--- src/verilog/bus_cycle_map.vh ---
// Constants of the bus cycle sequencer: cycle codes, machine states, status encodings.
// Assumes inclusion by bare name from design files under verilog/.
`ifndef BUS_CYCLE_MAP_VH
`define BUS_CYCLE_MAP_VH

// Cycle type requests from the core
`define CYC_OPCODE_FETCH 3'h0
`define CYC_MEMORY_READ 3'h1
`define CYC_MEMORY_WRITE 3'h2
`define CYC_IO_READ 3'h3
`define CYC_IO_WRITE 3'h4
`define CYC_INT_ACK 3'h5
`define CYC_BUS_IDLE 3'h6

// Machine states
`define ST_T1 4'h0
`define ST_T2 4'h1
`define ST_WAIT 4'h2
`define ST_T3 4'h3
`define ST_T4 4'h4
`define ST_T5 4'h5
`define ST_T6 4'h6
`define ST_RESET 4'h7
`define ST_HALT 4'h8
`define ST_HOLD 4'h9

// Select/status1/status0 codes
`define SEL_OPCODE_FETCH 3'h3
`define SEL_MEMORY_READ 3'h2
`define SEL_MEMORY_WRITE 3'h1
`define SEL_IO_READ 3'h6
`define SEL_IO_WRITE 3'h5
`define SEL_INT_ACK 3'h7
`define SEL_IDLE_DOUBLE_ADD 3'h2
`define SEL_IDLE_RESTART 3'h7

// Interrupt source bit positions in the synchronised vector
`define INT_NMI 0
`define INT_HIGH 1
`define INT_MID 2
`define INT_LOW 3
`define INT_GENERAL 4
`define INT_COUNT 5

`endif

--- src/verilog/input_sync.v ---
// Two-flop synchroniser for a group of asynchronous level inputs.
// Assumes inputs come from pins outside the clock domain.
`timescale 1ns/1ps
module input_sync #(
   parameter WIDTH = 6
) (
   input wire clk, // System clock
   input wire rstn, // Asynchronous reset, active low
   input wire [WIDTH-1:0] async_in, // Raw pin levels
   output wire [WIDTH-1:0] sync_out // Synchronised levels
);

reg [WIDTH-1:0] stage1;
reg [WIDTH-1:0] stage2;

// Two stages per bit
always @(posedge clk or negedge rstn) begin
   if (!rstn) begin
      stage1 <= {WIDTH{1'b0}};
      stage2 <= {WIDTH{1'b0}};
   end else begin
      stage1 <= async_in;
      stage2 <= stage1;
   end
end

assign sync_out = stage2;

endmodule

--- src/verilog/cycle_decode.v ---
// Decoder from a cycle request to its select/status code and active strobe.
// Assumes the cycle code and idle flavour come from the sequencer.
`timescale 1ns/1ps
`include "bus_cycle_map.vh"
module cycle_decode (
   input wire [2:0] cycle_type, // Requested machine cycle type
   input wire idle_restart, // Idle cycle belongs to restart/nmi acknowledge
   output reg [2:0] sel_status, // Select, status1, status0
   output reg read_active, // Cycle uses read strobe
   output reg write_active, // Cycle uses write strobe
   output reg ack_active // Cycle uses acknowledge strobe
);

// Encoding per cycle type
always @* begin
   sel_status = `SEL_IDLE_DOUBLE_ADD;
   read_active = 1'b0;
   write_active = 1'b0;
   ack_active = 1'b0;
   case (cycle_type)
      `CYC_OPCODE_FETCH: begin
         sel_status = `SEL_OPCODE_FETCH;
         read_active = 1'b1;
      end
      `CYC_MEMORY_READ: begin
         sel_status = `SEL_MEMORY_READ;
         read_active = 1'b1;
      end
      `CYC_MEMORY_WRITE: begin
         sel_status = `SEL_MEMORY_WRITE;
         write_active = 1'b1;
      end
      `CYC_IO_READ: begin
         sel_status = `SEL_IO_READ;
         read_active = 1'b1;
      end
      `CYC_IO_WRITE: begin
         sel_status = `SEL_IO_WRITE;
         write_active = 1'b1;
      end
      `CYC_INT_ACK: begin
         sel_status = `SEL_INT_ACK;
         ack_active = 1'b1;
      end
      `CYC_BUS_IDLE: begin
         sel_status = idle_restart ? `SEL_IDLE_RESTART : `SEL_IDLE_DOUBLE_ADD;
      end
      default: begin
         sel_status = `SEL_IDLE_DOUBLE_ADD;
      end
   endcase
end

endmodule

--- src/verilog/bus_cycle_seq.v ---
// Bus cycle sequencer: T-state machine, status/strobe pins, power-down control.
// Assumes a core issues one cycle request per machine cycle via cyc_start.
`timescale 1ns/1ps
`include "bus_cycle_map.vh"
// Behaviour
// - Pulse address latch strobe so low eight address bits can be captured
// - I/O cycles drive the port number on upper and low lines
// - Select and status at T1; read/write strobes only during transfer
// - Cycles last three T states; opcode fetch and interrupt acknowledge four or six
// - Wait states while ready low; hold states while hold requested
// - Every T state is one of ten machine states
// - Seven cycle types identified by select, status and strobes
// - Select/status encodings and active strobe per cycle type
// - T1 latch strobe high; T4-T6 float low bus, status 11
// - Reset, halt, hold float select, address, strobes; ack high
// - No latch strobe in second and third double add cycles
// - Power-down entered by halt instruction or hold input
// - Halt power-down ends only on reset or accepted interrupt
// - Hold power-down ignores interrupts; ends on reset or hold release
// - Release sources: hold, reset, nmi, three restarts, general request
// - Low address in first T state, data in T2, wait states and T3
// - Hold and interrupts synchronised to internal clock
module bus_cycle_seq (
   input wire clk, // System clock, 10 MHz
   input wire rstn, // Asynchronous reset, active low
   input wire cyc_start, // Core requests a machine cycle
   input wire [2:0] cyc_type, // Requested cycle type
   input wire cyc_six, // Opcode fetch takes six T states
   input wire cyc_no_latch, // Second/third cycle of double add
   input wire cyc_idle_restart, // Idle cycle of restart/nmi acknowledge
   input wire cyc_halt, // Core executes halt
   input wire [15:0] cyc_addr, // Cycle address
   input wire [7:0] cyc_wdata, // Write data
   input wire ready, // Ready pin, high when ready
   input wire hold, // Hold request pin
   input wire nmi_int, // Nonmaskable interrupt pin
   input wire restart_int_high, // Highest restart interrupt pin
   input wire restart_int_mid, // Middle restart interrupt pin
   input wire restart_int_low, // Low restart interrupt pin
   input wire general_int_request, // General interrupt request pin
   input wire [7:0] ad_in, // Address/data bus input
   output reg [7:0] ad_out, // Address/data bus output
   output reg ad_oe, // Address/data drive enable
   output reg [7:0] addr_high, // Upper address lines
   output reg addr_high_oe, // Upper address drive enable
   output reg io_mem_select, // Memory/IO select, high for IO
   output reg ctl_oe, // Select/read/write drive enable
   output reg cycle_status_bit1, // Cycle status bit 1
   output reg cycle_status_bit0, // Cycle status bit 0
   output reg read_strobe_n, // Read strobe, active low
   output reg write_strobe_n, // Write strobe, active low
   output reg int_ack_strobe_n, // Interrupt acknowledge strobe, active low
   output reg addr_latch_strobe, // Address latch strobe, active high
   output reg hold_ack, // Bus granted to external side
   output reg power_down, // Power-down condition active
   output reg [3:0] machine_state, // Current machine state
   output reg cyc_done, // One-cycle pulse at end of machine cycle
   output reg [7:0] rdata, // Data captured on reads
   output reg int_wake, // Pulse: interrupt released halt power-down
   output reg [4:0] int_sync // Synchronised interrupt levels
);

//--------------------------------------------------------------
// Input synchronisation
//--------------------------------------------------------------
wire [5:0] sync_vec;
wire ready_s;
wire hold_s;
wire [4:0] ints_s;

// Ready, hold and interrupts through two flops
input_sync #(.WIDTH(7 - 1)) u_sync (
   .clk(clk),
   .rstn(rstn),
   .async_in({hold, general_int_request, restart_int_low, restart_int_mid, restart_int_high, nmi_int}),
   .sync_out(sync_vec)
);

reg [1:0] ready_pipe;
always @(posedge clk or negedge rstn) begin
   if (!rstn) begin
      ready_pipe <= 2'b00;
   end else begin
      ready_pipe <= {ready_pipe[0], ready};
   end
end

assign ready_s = ready_pipe[1];
assign hold_s = sync_vec[5];
assign ints_s = sync_vec[4:0];

//--------------------------------------------------------------
// Cycle decoding
//--------------------------------------------------------------
reg [2:0] cur_type;
reg cur_six;
reg cur_no_latch;
reg cur_idle_restart;
reg [7:0] cur_wdata;
wire [2:0] sel_status;
wire rd_act;
wire wr_act;
wire ack_act;

cycle_decode u_dec (
   .cycle_type(cur_type),
   .idle_restart(cur_idle_restart),
   .sel_status(sel_status),
   .read_active(rd_act),
   .write_active(wr_act),
   .ack_active(ack_act)
);

// True for port cycles, which copy port number on both halves
function is_io;
   input [2:0] t;
   begin
      is_io = (t == `CYC_IO_READ) || (t == `CYC_IO_WRITE);
   end
endfunction

// Whether a state is outside a machine cycle
function nx_float_prev;
   input [3:0] s;
   begin
      nx_float_prev = (s == `ST_RESET) || (s == `ST_HALT) || (s == `ST_HOLD);
   end
endfunction

//--------------------------------------------------------------
// State machine
//--------------------------------------------------------------
reg [3:0] state;
reg [3:0] next_state;
reg halt_pd; // Power-down entered through halt
reg hold_pd; // Power-down entered through hold

wire any_int = |ints_s;

// Next state
always @* begin
   next_state = state;
   case (state)
      `ST_RESET: next_state = cyc_start ? `ST_T1 : `ST_RESET;
      `ST_T1: next_state = `ST_T2;
      `ST_T2, `ST_WAIT: next_state = ready_s ? `ST_T3 : `ST_WAIT;
      `ST_T3: begin
         if (cur_type == `CYC_OPCODE_FETCH || cur_type == `CYC_INT_ACK) begin
            next_state = `ST_T4;
         end else if (hold_s) begin
            next_state = `ST_HOLD;
         end else begin
            next_state = `ST_RESET;
         end
      end
      `ST_T4: begin
         if (cur_six) begin
            next_state = `ST_T5;
         end else if (hold_s) begin
            next_state = `ST_HOLD;
         end else begin
            next_state = `ST_RESET;
         end
      end
      `ST_T5: next_state = `ST_T6;
      `ST_T6: next_state = hold_s ? `ST_HOLD : `ST_RESET;
      `ST_HALT: next_state = any_int ? `ST_RESET : `ST_HALT;
      `ST_HOLD: begin
         if (hold_pd) begin
            next_state = hold_s ? `ST_HOLD : `ST_RESET;
         end else begin
            next_state = any_int ? `ST_RESET : `ST_HOLD;
         end
      end
      default: next_state = `ST_RESET;
   endcase
   // Idle between cycles: halt or hold requests
   if (state == `ST_RESET && !cyc_start) begin
      if (hold_s) begin
         next_state = `ST_HOLD;
      end else if (cyc_halt) begin
         next_state = `ST_HALT;
      end
   end
end

// State register and cycle capture
always @(posedge clk or negedge rstn) begin
   if (!rstn) begin
      state <= `ST_RESET;
      cur_type <= `CYC_BUS_IDLE;
      cur_six <= 1'b0;
      cur_no_latch <= 1'b0;
      cur_idle_restart <= 1'b0;
      cur_wdata <= 8'h00;
      halt_pd <= 1'b0;
      hold_pd <= 1'b0;
   end else begin
      state <= next_state;
      if (state == `ST_RESET && next_state == `ST_T1) begin
         cur_type <= cyc_type;
         cur_six <= cyc_six;
         cur_no_latch <= cyc_no_latch;
         cur_idle_restart <= cyc_idle_restart;
         cur_wdata <= cyc_wdata;
      end
      // Halt power-down holds itself; hold release ignored
      if (next_state == `ST_HALT) begin
         halt_pd <= 1'b1;
      end else if (next_state == `ST_RESET) begin
         halt_pd <= 1'b0;
      end
      if (next_state == `ST_HOLD && !halt_pd && state != `ST_HALT) begin
         hold_pd <= 1'b1;
      end else if (next_state != `ST_HOLD) begin
         hold_pd <= 1'b0;
      end
   end
end

//--------------------------------------------------------------
// Pin drive
//--------------------------------------------------------------
wire nx_t1 = (next_state == `ST_T1);
wire nx_xfer = (next_state == `ST_T2) || (next_state == `ST_WAIT) || (next_state == `ST_T3);
wire nx_late = (next_state == `ST_T4) || (next_state == `ST_T5) || (next_state == `ST_T6);
wire nx_float = (next_state == `ST_RESET) || (next_state == `ST_HALT) || (next_state == `ST_HOLD);
wire [2:0] start_sel;

// Encoding for the cycle being launched this edge
cycle_decode u_dec_start (
   .cycle_type(cyc_type),
   .idle_restart(cyc_idle_restart),
   .sel_status(start_sel),
   .read_active(),
   .write_active(),
   .ack_active()
);

// Registered outputs follow the next state
always @(posedge clk or negedge rstn) begin
   if (!rstn) begin
      ad_out <= 8'h00;
      ad_oe <= 1'b0;
      addr_high <= 8'h00;
      addr_high_oe <= 1'b0;
      io_mem_select <= 1'b0;
      ctl_oe <= 1'b0;
      cycle_status_bit1 <= 1'b0;
      cycle_status_bit0 <= 1'b0;
      read_strobe_n <= 1'b1;
      write_strobe_n <= 1'b1;
      int_ack_strobe_n <= 1'b1;
      addr_latch_strobe <= 1'b0;
      hold_ack <= 1'b0;
      power_down <= 1'b0;
      machine_state <= `ST_RESET;
      cyc_done <= 1'b0;
      rdata <= 8'h00;
      int_wake <= 1'b0;
      int_sync <= 5'h00;
   end else begin
      machine_state <= next_state;
      int_sync <= ints_s;
      hold_ack <= (next_state == `ST_HOLD);
      power_down <= (next_state == `ST_HALT) || (next_state == `ST_HOLD);
      int_wake <= halt_pd && any_int && (next_state == `ST_RESET);
      cyc_done <= nx_float && !nx_float_prev(state);
      if (nx_t1) begin
         // T1: status, select, address out, latch strobe high unless cyc_no_latch
         {io_mem_select, cycle_status_bit1, cycle_status_bit0} <= start_sel;
         ctl_oe <= 1'b1;
         addr_high <= is_io(cyc_type) ? cyc_addr[7:0] : cyc_addr[15:8];
         addr_high_oe <= 1'b1;
         ad_out <= cyc_addr[7:0];
         ad_oe <= 1'b1;
         addr_latch_strobe <= !cyc_no_latch;
         read_strobe_n <= 1'b1;
         write_strobe_n <= 1'b1;
         int_ack_strobe_n <= 1'b1;
      end else if (nx_xfer) begin
         // Transfer phase: only the matching strobe falls
         addr_latch_strobe <= 1'b0;
         read_strobe_n <= !rd_act;
         write_strobe_n <= !wr_act;
         int_ack_strobe_n <= !ack_act;
         ad_out <= cur_wdata;
         ad_oe <= wr_act;
      end else if (nx_late) begin
         // T4-T6: low bus floats, status 11
         addr_latch_strobe <= 1'b0;
         read_strobe_n <= 1'b1;
         write_strobe_n <= 1'b1;
         int_ack_strobe_n <= 1'b1;
         ad_oe <= 1'b0;
         cycle_status_bit1 <= 1'b1;
         cycle_status_bit0 <= 1'b1;
         io_mem_select <= (cur_type == `CYC_INT_ACK);
      end else begin
         // Reset, halt, hold: floats, ack high, latch low
         addr_latch_strobe <= 1'b0;
         read_strobe_n <= 1'b1;
         write_strobe_n <= 1'b1;
         int_ack_strobe_n <= 1'b1;
         ad_oe <= 1'b0;
         addr_high_oe <= 1'b0;
         ctl_oe <= 1'b0;
         if (next_state == `ST_HALT) begin
            cycle_status_bit1 <= 1'b0;
            cycle_status_bit0 <= 1'b0;
         end
      end
      // Capture read data at the end of T3
      if (state == `ST_T3 && rd_act) begin
         rdata <= ad_in;
      end
   end
end

endmodule

--- config.mk ---
export PLATFORM = sky130hd
export DESIGN_NAME = bus_cycle_seq
export DESIGN_NICKNAME = d
export VERILOG_FILES = /design/src/verilog/input_sync.v /design/src/verilog/cycle_decode.v /design/src/verilog/bus_cycle_seq.v
export VERILOG_INCLUDE_DIRS = /design/src /design/src/verilog
export SDC_FILE = /design/constraint.sdc
export NUM_CORES = 1
export LEC_CHECK = 0
export BUFFER_PORTS_ARGS = -buffer_cell sky130_fd_sc_hd__buf_2
export CORE_ASPECT_RATIO = 1.5
export CORE_UTILIZATION = 54
export DETAILED_ROUTE_END_ITERATION = 8
export GPL_TIMING_DRIVEN = 0
export HOLD_SLACK_MARGIN = 0.08
export PLACE_DENSITY = 0.84
export SLEW_MARGIN = 20
export SYNTH_ARGS = -nofsm -noshare
export SYNTH_HDL_FRONTEND = slang
export SYNTH_SLANG_ARGS = --single-unit
--- constraint.sdc ---
create_clock -name clk -period 4.99 [get_ports clk]
set_input_delay 0.998 -clock clk [delete_from_list [all_inputs] [get_ports clk]]
set_output_delay 0.998 -clock clk [all_outputs]
set_load 0.01 [all_outputs]
==> qor.yml, run 1 <==
setup_path:
  worst-endpoint-arrival_ns: 3.37
  timing.critical_path.mode_cell: "sky130_fd_sc_hd__a2111o_1"
  buffering_stage_count_on_the_worst_path_with_inverters_included: 3
  cpPeakStageDelay_ns: 0.57
  cp_slowest_cell: "sky130_fd_sc_hd__dfstp_2"
  path_max_fanout: 10
  critical_path.cell_chain: "buf_4 > nand2_2 > o221a_1 > a2111o_1 > a2111o_1 > buf_2 > a211oi_4 > buf_6 > mux2_2"
  timing.critical_path.from_type: "flip-flop"
  cp_top_family: "compound AO/OA/AOI/OAI gates"
  cp-end-kind: "flip-flop"
  crit_type: "flip-flop to flip-flop"
  critPathRequiredTime_ns: 5.22
clocking:
  clk_path_buf_depth: 2
  post_cts.resized_instances: 0
  cts_hold_buf: 0
  cts_sinks: 74
  clkLatencyLatePin_ns: 0.35
  cts.reportedPaths.clkPinSlew_ns: 0.08
  htree_levels: 3
  cts_buffers: 9
  cts_tree: "built"
  post-cts-setup-buffers: 0
  ctsRootBufferMaster: "sky130_fd_sc_hd__clkbuf_8"
synthesis:
  yosys_register_bits: 74
  netlist_area_sq_um: 3060
  synth.net_count: 299
  synth_warnings: 0
  synth_top_flop_cell: "sky130_fd_sc_hd__dfrtp_1"
  synth_cell_type_count: 46
  synth_area_per_cell_sq_um: 12.3
  synth_seq_area_share_pct: 60.8
  edff_count_synth: 0
  async_flop_share_pct: 100
  synthCells: 250
drt:
  remaining_drc_errors: 0
  number_of_nets_with_antenna_violations_after_detailed_routing: 0
  avgViaCountPerCell: 5.46
  via_count: 2357
  dr.pass1.iters: 4
  drtIter0Drc: 173
  wire_per_inst_um: 16.2
  finalWirelength_mm: 6.98
power:
  cellPowerDensity_nw_per_um2: 674
  internal_power_mw: 1.63
  combinational_power_share_pct: 43.2
  swShare_pct: 37.4
  leakagePower_nw: 1.95
  seqPwrFrac_pct: 37.0
  pwr-share-clk_pct: 19.8
  power.net_switching_uw: 977
  peakVddDrop_v: 0.000466
global_route:
  grt_antenna_before_repair: 0
  pin_count_of_the_biggest_net_entering_global_routing: 47
  first_global_vias: 2409
  grt_usage_pct: 25.4
  grt_pass1_wl_mm: 11.2
  grt.overflow.total: 0
timing:
  post-route-worst-setup-slack_ns: 1.86
  finalSetupTns_ns: 0
  setup-violations-final: 0
  clock-skew-final_ns: 0.00685
  slew_hr_pct: 38.6
  rsz0062_at_grt: "false"
  final-max-slew-violation-count: 0
  fin_crit_ns: 3.13
  timing.final.hold_violations: 0
  max_clock_freq_ghz: 0.319
  fin_worst_hold_slack_ns: 0.350
  timing_worst_slew_pin_value_ns: 0.918
  final.period_utilization_pct: 62.8
status:
  status: "completed"
layout:
  num_antenna_cells: 0
  fill_cells: 407
  layout.cells.most_common_list: "sky130_fd_sc_hd__buf_2 (100), sky130_fd_sc_hd__dfrtp_1 (66), sky130_fd_sc_hd__mux2_2 (20)"
  final_util_pct: 71.1
  synthToLayoutAreaGrowth_pct: 26.5
  final_common_cell: "sky130_fd_sc_hd__buf_2"
  ff_latch_area_sq_um: 1860
  fraction_of_final_layout_cells_with_drive_strength_greater_than_1_pct: 42.3
  num-nets-final: 406
  multiInputGateArea_sq_um: 1080
placement:
  number_of_buffer_cells_added_on_primary_ports: 95
  gp_routability_congestion: 0.889
  place_worst_setup_slack_ns: 1.59
  place_hpwl_mm: 5.10
floorplan:
  floorplan_core_area_sq_um: 5450
  floorplan.initialDensity_pct: 56.2
  dieArea_sq_um: 5990
  placementRows: 33
  fp.dieW_um: 63.5
  die_y_um: 94.3
  num_io_pins: 96
job:
  maxCapViolCount: 0
hold_path:
  min-delay-path-class: "flip-flop to flip-flop"
==> area by class of cell <==
| type | count | area share, % |
|---|---|---|
| Multi-Input combinational cell | 149 | 27.8 |
| Clock inverter | 6 | 2.29 |
| Clock buffer | 10 | 3.55 |
| Buffer | 13 | 1.84 |
| Inverter | 14 | 1.36 |
| Tap cell | 70 | 2.26 |
| Sequential cell | 74 | 48.0 |
| Timing Repair Buffer | 96 | 12.8 |
==> synthesized netlist by cell type (all sizes together) (3+ instances only) <==
cell type	number	share of area, %
a211o	3	0.86
nand2b	4	0.82
a222oi	8	2.6
nand2	12	1.6
clkbuf	4	0.49
dfstp	8	6.9
nor3	4	0.65
a21oi	15	2.4
mux2i	9	2.9
and2	4	0.82
nor3b	3	0.73
nor2	18	2.2
buf	9	1.8
o21a	4	0.98
mux2	20	7.4
o21ai	10	1.6
nor2b	6	1.2
inv	14	1.7
dfrtp	66	54
==> cells by family after synthesis <==
group           Yosys count  synth area share (%)
mux                      29                  10.3
xor+xnor                  3                 0.858
buf+inv                  27                  4.04
compound gates           57                  13.8
simple gates             60                  10.2
flops                    74                  60.8
==> power by group through the flow <==
stage	Combinational [mW]	Clock [mW]	Sequential, mW
floorplan	0.705	0	1.02
global placement	1.09	0	0.963
detailed placement	1.12	0	0.973
CTS	1.13	0.529	0.965
global route	1.25	0.553	0.988
finish	1.13	0.516	0.967
==> routing by layer <==
layer / track usage (%) / part of all wire, % / up-vias
li1: - / - / 1110
met4: 13.4 / 2.2 / 0
met3: 7.16 / 5.1 / 13
met2: 44.2 / 56 / 84
met5: 0 / 0 / -
met1: 27.6 / 37 / 1150
==> final timing paths <==
| kind | slack, ns | depth (start not counted) | endpoint | from |
|---|---|---|---|---|
| worst max-delay path | 1.86 | 9 | cur_wdata[5]$_DFFE_PN0P_ | machine_state[1]$_DFF_PN1_ |
| worst min-delay path | 0.35 | 0 | u_sync.sync_out[5]$_DFF_PN0_ | u_sync.stage1[5]$_DFF_PN0_ |
| worst max register to register | 1.86 | 9 | cur_wdata[5]$_DFFE_PN0P_ | machine_state[1]$_DFF_PN1_ |
| worst min register to register | 0.35 | 0 | u_sync.sync_out[5]$_DFF_PN0_ | u_sync.stage1[5]$_DFF_PN0_ |
| max in group asynchronous | 3.81 | 2 | cur_type[1]$_DFFE_PN1P_ | rstn |
| min in group asynchronous | 0.56 | 1 | power_down$_DFF_PN0_ | rstn |
==> state kept, by name (all words and copies together) (netlist names), 2 cells and up <==
name,count
u_sync.stage1,6
cur_wdata,8
ad_out,8
cur_type,3
int_sync,5
machine_state,4
ready_pipe,2
rdata,8
addr_high,8
u_sync.sync_out,6
==> through the flow <==
stage | area, sq um | instances | power, mW
after global routing | 3880 | 432 | 2.79
after CTS | 3880 | 432 | 2.62
after detailed placement | 3650 | 416 | 2.10
final | 3880 | 432 | 2.61
after global placement | 3630 | 415 | 2.06
after floorplan | 3060 | 250 | 1.73
No activity file was read; power rests on OpenSTA's default activity.
==> run 2: changes to the inputs <==
--- a/config.mk
+++ b/config.mk
@@ -8,11 +8,11 @@
 export LEC_CHECK = 0
 export BUFFER_PORTS_ARGS = -buffer_cell sky130_fd_sc_hd__buf_2
 export CORE_ASPECT_RATIO = 1.5
-export CORE_UTILIZATION = 54
+export CORE_UTILIZATION = 50
 export DETAILED_ROUTE_END_ITERATION = 8
 export GPL_TIMING_DRIVEN = 0
 export HOLD_SLACK_MARGIN = 0.08
-export PLACE_DENSITY = 0.84
+export PLACE_DENSITY = 0.78
 export SLEW_MARGIN = 20
 export SYNTH_ARGS = -nofsm -noshare
 export SYNTH_HDL_FRONTEND = slang
==> constraint.sdc (replaced) <==
create_clock -name clk -period 2.91 [get_ports clk]
set_input_delay 0.582 -clock clk [delete_from_list [all_inputs] [get_ports clk]]
set_output_delay 0.582 -clock clk [all_outputs]
set_load 0.01 [all_outputs]
==> run 2 against run 1 <==
Via count is 2.5% higher. First-iteration DRC count decreased by 17%. Combinational power is 90% higher. Sequential power grew 73%. Critical path depth grew 1. Clock skew grew 0.0034 ns.
==> qor.yml, run 2 (same netlist as run 1, synthesis figures left out) <==
clocking:
  cts.reportedPaths.clkPinSlew_ns: 0.08  # about the same
  cts_buffers: 9  # unchanged
  clk_path_buf_depth: 2  # unchanged
  htree_levels: 3  # unchanged
  cts_sinks: 74  # unchanged
  ctsRootBufferMaster: "sky130_fd_sc_hd__clkbuf_8"
  clkLatencyLatePin_ns: 0.35  # about the same
  cts_tree: "built"
timing:
  timing.final.hold_violations: 0  # unchanged
  timing_worst_slew_pin_value_ns: 0.886  # -0.0320 ns
  clock-skew-final_ns: 0.0103  # +0.00341 ns
  slew_hr_pct: 40.7  # +2.1 points
  final-max-slew-violation-count: 0  # unchanged
  rsz0062_at_grt: "true"
  setup-violations-final: 0  # unchanged
  final.period_utilization_pct: 97.2  # +34 points
  post-route-worst-setup-slack_ns: 0.0823  # -1.77 ns
  max_clock_freq_ghz: 0.354  # +11%
  fin_crit_ns: 2.83  # -0.306 ns
  finalSetupTns_ns: 0  # unchanged
floorplan:
  fp.dieW_um: 65.9  # +3.8%
  floorplan_core_area_sq_um: 5870  # +7.7%
  placementRows: 34  # +3.0%
  die_y_um: 97.9  # +3.8%
  num_io_pins: 96  # unchanged
  dieArea_sq_um: 6450  # +7.8%
  floorplan.initialDensity_pct: 52.2  # -4.0 points
global_route:
  grt_pass1_wl_mm: 11.4  # +2.0%
  grt.overflow.total: 0  # unchanged
  first_global_vias: 2441  # +1.3%
  grt_antenna_before_repair: 0  # unchanged
  pin_count_of_the_biggest_net_entering_global_routing: 49  # +4.3%
  grt_usage_pct: 24.1  # -1.3 points
layout:
  stdcell_area_sq_um: 4030  # +3.8%
  fill_cells: 452  # +11%
  final_util_pct: 68.6  # -2.6 points
  multiInputGateArea_sq_um: 1120  # +3.6%
  num-nets-final: 416  # +2.5%
  num_antenna_cells: 0  # unchanged
  fraction_of_final_layout_cells_with_drive_strength_greater_than_1_pct: 44.9  # +2.6 points
  layout.cells.most_common_list: "sky130_fd_sc_hd__buf_2 (98), sky130_fd_sc_hd__dfrtp_1 (66), sky130_fd_sc_hd__nor2_1 (18)"
  ff_latch_area_sq_um: 1860  # unchanged
  synthToLayoutAreaGrowth_pct: 31.4
  final_common_cell: "sky130_fd_sc_hd__buf_2"
setup_path:
  worstRegToRegCells: 10  # +1
  critical_path_cell_count: 10  # +1
  timing.critical_path.from: "machine_state[1]$_DFF_PN1_"
  critPathRequiredTime_ns: 3.14  # -2.08 ns
  r2r_end: "cur_wdata[5]$_DFFE_PN0P_"
  cp_top_family: "compound AO/OA/AOI/OAI gates"
  path_max_fanout: 6  # -4
  cp-end-kind: "flip-flop"
  cp_slowest_cell: "sky130_fd_sc_hd__dfstp_2"
  ff2ff_setup_slack_ns: 0.08  # -1.77 ns
  crit_end: "cur_wdata[5]$_DFFE_PN0P_"
  timing.critical_path.from_type: "flip-flop"
  critical_path.cell_chain: "buf_6 > nand2_8 > o221a_1 > a2111o_1 > a2111o_1 > buf_6 > a211oi_4 > buf_6 > buf_8 > mux2_2"
  r2r_start: "machine_state[1]$_DFF_PN1_"
  worst-endpoint-arrival_ns: 3.06  # -0.31 ns
  crit_type: "flip-flop to flip-flop"
  buffering_stage_count_on_the_worst_path_with_inverters_included: 4  # +1
  cpPeakStageDelay_ns: 0.55  # -0.02 ns
  timing.critical_path.mode_cell: "sky130_fd_sc_hd__buf_6"
placement:
  postPlaceCellArea_sq_um: 3660  # +0.27%
  number_of_buffer_cells_added_on_primary_ports: 95  # unchanged
  place_worst_setup_slack_ns: -0.211  # -1.80 ns
  place_hpwl_mm: 5.03  # -1.4%
  gp_routability_congestion: 0.860  # -3.3%
drt:
  via_count: 2415  # +2.5%
  wire_per_inst_um: 15.9  # -1.7%
  number_of_nets_with_antenna_violations_after_detailed_routing: 0  # unchanged
  avgViaCountPerCell: 5.44  # -0.31%
  finalWirelength_mm: 7.05  # +1.0%
  remaining_drc_errors: 0  # unchanged
  drtIter0Drc: 144  # -17%
  dr.pass1.iters: 4  # unchanged
power:
  total_power_mw: 4.70  # +80%
  peakVddDrop_v: 0.000653  # +40%
  leakagePower_nw: 2.03  # +4.0%
  cellPowerDensity_nw_per_um2: 1170  # +73%
status:
  status: "completed"
hold_path:
  min-delay-path-class: "input pin to asynchronous set/reset pin"
job:
  maxCapViolCount: 0  # unchanged
==> run 2: how the worst min path moves through the flow <==
stage                                   endpoint  cells after the start
detailed placement  u_sync.sync_out[5]$_DFF_PN0_                      0
CTS                     addr_high[3]$_DFFE_PN0P_                      1
finish                  addr_high[7]$_DFFE_PN0P_                      1
floorplan                        ad_oe$_DFF_PN0_                      0
global placement    u_sync.sync_out[4]$_DFF_PN0_                      0
global route            addr_high[7]$_DFFE_PN0P_                      1
==> run 2: final cells by class <==
| class | instances | area share [%] |
|---|---|---|
| inverter | 14 | 1.31 |
| buffer | 13 | 2.30 |
| sequential | 74 | 46.3 |
| clock inverter | 7 | 2.52 |
| timing repair buffer | 106 | 14.5 |
| clock buffer | 9 | 3.08 |
| tap | 72 | 2.24 |
| multi-input combinational | 149 | 27.8 |
==> run 2: where the power goes <==
| part | total [mW] | internal (mW) | leakage [nW] | switching [mW] |
|---|---|---|---|---|
| Combinational | 2.15 | 1.03 | 1.04 | 1.12 |
| Clock | 0.884 | 0.490 | 0.106 | 0.395 |
| Sequential | 1.67 | 1.44 | 0.885 | 0.235 |
==> run 2: metal layers <==
metal  wire length (um)  vias up  global-route usage, %
met5                  0        -                      0
met1               2700     1203                   27.8
met4                251        0                   12.4
met2               3830       68                   40.3
met3                268       23                   6.31
li1                   -     1121                      -
==> run 2: repair_timing <==
item | CTS | global route
gates resized for setup | 8 | 10
pin swaps | 2 | 6
setup endpoints to repair | 33 | 32
gates cloned | 1 | 0
buffers inserted | 7 | 2
hold buffers | 0 | 0
==> run 2: metrics by stage <==
step,hold slack [ns],std cells
after global routing,0.161,444
after detailed placement,0.335,418
after global placement,0.331,417
final,0.143,444
after CTS,0.142,442
after floorplan,0.286,250
==> run 3: changes to the inputs <==
--- a/config.mk
+++ b/config.mk
@@ -7,12 +7,14 @@
 export NUM_CORES = 1
 export LEC_CHECK = 0
 export BUFFER_PORTS_ARGS = -buffer_cell sky130_fd_sc_hd__buf_2
+export CELL_PAD_IN_SITES_DETAIL_PLACEMENT = 0
+export CELL_PAD_IN_SITES_GLOBAL_PLACEMENT = 1
 export CORE_ASPECT_RATIO = 1.5
-export CORE_UTILIZATION = 50
+export CORE_UTILIZATION = 39
 export DETAILED_ROUTE_END_ITERATION = 8
 export GPL_TIMING_DRIVEN = 0
 export HOLD_SLACK_MARGIN = 0.08
-export PLACE_DENSITY = 0.78
+export PLACE_DENSITY_LB_ADDON = 0.1
 export SLEW_MARGIN = 20
 export SYNTH_ARGS = -nofsm -noshare
 export SYNTH_HDL_FRONTEND = slang
==> constraint.sdc (replaced) <==
create_clock -name clk -period 2.91 [get_ports clk]
set_input_delay 0.582 -clock clk [delete_from_list [all_inputs] [get_ports clk]]
set_output_delay 0.582 -clock clk [all_outputs]
set_load 0.02 [all_outputs]
==> run 3 against run 2 <==
Worst setup slack got worse by 0.069 ns. Clock skew decreased by 0.0011 ns. First-iteration DRC count increased by 24%. Routed wire length grew 8.0%. Clock power grew 27%. Fmax fell by 2.4%. Core utilization fell by 14 points. Combinational power rose by 11%. Global-route usage down 3.8 points. Die area increased by 27%. Power increased by 9.7%.
==> qor.yml, run 3 (same netlist as run 1, synthesis figures left out) <==
status:
  status: "completed"
placement:
  gp_routability_congestion: 0.817  # -5.0%
  place_hpwl_mm: 5.23  # +3.9%
  postPlaceCellArea_sq_um: 3700  # +1.0%
  post-place-cells: 448  # +7.2%
  number_of_buffer_cells_added_on_primary_ports: 95  # unchanged
clocking:
  htree_levels: 3  # unchanged
  cts.reportedPaths.clkPinSlew_ns: 0.06  # -0.02 ns
  cts_buffers: 9  # unchanged
  clkLatencyLatePin_ns: 0.34  # about the same
  cts_tree: "built"
  ctsRootBufferMaster: "sky130_fd_sc_hd__clkbuf_16"
  clk_path_buf_depth: 2  # unchanged
  cts_hold_buf: 0  # unchanged
  cts_sinks: 74  # unchanged
timing:
  final.period_utilization_pct: 99.5  # +2.4 points
  final-max-slew-violation-count: 0  # unchanged
  finalSetupTns_ns: 0  # unchanged
  max_clock_freq_ghz: 0.345  # -2.4%
  clock-skew-final_ns: 0.00920  # -0.00106 ns
  fin_crit_ns: 2.90  # +0.0690 ns
  setup-violations-final: 0  # unchanged
  slew_hr_pct: 36.0  # -4.7 points
  rsz0062_at_grt: "true"
  timing_worst_slew_pin_value_ns: 0.956  # +0.0702 ns
  timing.final.hold_violations: 0  # unchanged
setup_path:
  worst-endpoint-arrival_ns: 3.12  # +0.06 ns
  cpPeakStageDelay_ns: 0.48  # -0.07 ns
  path_max_fanout: 4  # -2
  crit_type: "flip-flop to flip-flop"
  cp_slowest_cell: "sky130_fd_sc_hd__nor3_1"
  critPathRequiredTime_ns: 3.13  # about the same
  timing.critical_path.from_type: "flip-flop"
  cp-end-kind: "flip-flop"
  timing.critical_path.mode_cell: "sky130_fd_sc_hd__a2111o_1"
  critical_path.cell_chain: "nor3_1 > a311oi_2 > a2111o_1 > a2111o_1 > a211oi_4 > buf_4 > buf_6 > mux2_4"
floorplan:
  die_y_um: 111  # +13%
  placementRows: 39  # +15%
  num_io_pins: 96  # unchanged
  fp.dieW_um: 74.4  # +13%
  floorplan_core_area_sq_um: 7610  # +30%
  floorplan.initialDensity_pct: 40.3  # -12 points
  dieArea_sq_um: 8220  # +27%
global_route:
  grt.busiest_layer: "met2"
  global_route.usage.met3_pct: 5.75  # -0.56 points
  met1_usage_pct: 23.7  # -4.0 points
  grt_pass1_wl_mm: 12.2  # +6.8%
  grt_antenna_before_repair: 0  # unchanged
  first_global_vias: 2534  # +3.8%
  pin_count_of_the_biggest_net_entering_global_routing: 59  # +20%
  grt_usage_pct: 20.3  # -3.8 points
  grt.overflow.total: 0  # unchanged
  grt_use_met2_pct: 33.4  # -7.0 points
layout:
  fraction_of_final_layout_cells_with_drive_strength_greater_than_1_pct: 45.2  # +0.29 points
  synthToLayoutAreaGrowth_pct: 35.7
  stdcell_area_sq_um: 4160  # +3.3%
  ff_latch_area_sq_um: 1860  # unchanged
  multiInputGateArea_sq_um: 1130  # +1.0%
  num_antenna_cells: 0  # unchanged
  final_common_cell: "sky130_fd_sc_hd__buf_2"
  fill_cells: 731  # +62%
  num-nets-final: 418  # +0.48%
  final_cells: 476  # +7.2%
  layout.cells.most_common_list: "sky130_fd_sc_hd__buf_2 (96), sky130_fd_sc_hd__dfrtp_1 (66), sky130_fd_sc_hd__nor2_1 (18)"
drt:
  remaining_drc_errors: 0  # unchanged
  avgViaCountPerCell: 5.07  # -6.7%
  dr.pass1.iters: 6  # +2
  number_of_nets_with_antenna_violations_after_detailed_routing: 0  # unchanged
  wire_per_inst_um: 16.0  # +0.74%
  via_count: 2415  # unchanged
  drtIter0Drc: 179  # +24%
  finalWirelength_mm: 7.62  # +8.0%
hold_path:
  min-delay-path-class: "input pin to asynchronous set/reset pin"
power:
  leakagePower_nw: 2.08  # +2.4%
  peakVddDrop_v: 0.000846  # +30%
  cellPowerDensity_nw_per_um2: 1240  # +6.2%
job:
  maxCapViolCount: 0  # unchanged
## run 3: final timing paths
path / start / end / slack (ns) / cells after the start
worst max-delay path: u_sync.sync_out[1]$_DFF_PN0_ / cur_wdata[7]$_DFFE_PN0P_ / 0.01 / 8
worst min-delay path: rstn / power_down$_DFF_PN0_ / 0.11 / 1
worst max register to register: u_sync.sync_out[1]$_DFF_PN0_ / cur_wdata[7]$_DFFE_PN0P_ / 0.01 / 8
worst min register to register: u_sync.stage1[5]$_DFF_PN0_ / u_sync.sync_out[5]$_DFF_PN0_ / 0.35 / 0
max in group asynchronous: rstn / machine_state[0]$_DFF_PN1_ / 2.20 / 2
min in group clk: restart_int_low / u_sync.stage1[3]$_DFF_PN0_ / 0.34 / 1
## run 3: metal layers
metal	share of wire, %	up-vias
met3	4.8	15
met5	0	-
met2	53	69
met4	2.9	0
met1	39	1201
li1	-	1130
## run 3: area by class of cell
cell class              count  area share (%)
clock inverters             7            1.84
inverters                  14            1.26
repair buffers            109            14.6
multi-input cells         149            27.1
clock buffers               9            5.42
well taps                 102            3.07
flip-flops and latches     74            44.8
plain buffers              12            1.93
## run 3: worst max-delay path: cells and delay by family (launching register included)
kind	cells	cell delay, ns
muxes	1	0.28
buffers and inverters	2	0.28
DFF	1	0.38
and+or+nand+nor	1	0.48
AOI/OAI and AO/OA	4	1.35
## run 3: per-stage QoR
step / worst slack, ns / utilization (%) / power, mW / hold slack, ns
3_3_place_gp: -0.233 / 48.2 / 3.78 / 0.332
4_1_cts: 0.0186 / 53.7 / 5.10 / 0.109
5_1_grt: -0.0634 / 54.6 / 5.49 / 0.120
3_5_place_dp: -0.243 / 48.6 / 3.81 / 0.335
6_report: 0.0134 / 54.6 / 5.16 / 0.112
2_1_floorplan: 0.0269 / - / 3.15 / 0.286
## run 3: timing repair
item / 4_1_cts / 5_1_grt
hold endpoints to repair: 0 / 0
setup endpoints to repair: 33 / 33
pin swaps: 3 / 4
resized for setup: 8 / 13
gates cloned: 1 / 0
buffers inserted: 8 / 4
## run 3: power by group
group / internal [mW] / switching (mW) / leakage [nW] / total, mW
combinational: 1.06 / 1.32 / 1.05 / 2.38
sequential: 1.44 / 0.226 / 0.885 / 1.66
clock: 0.669 / 0.447 / 0.142 / 1.12
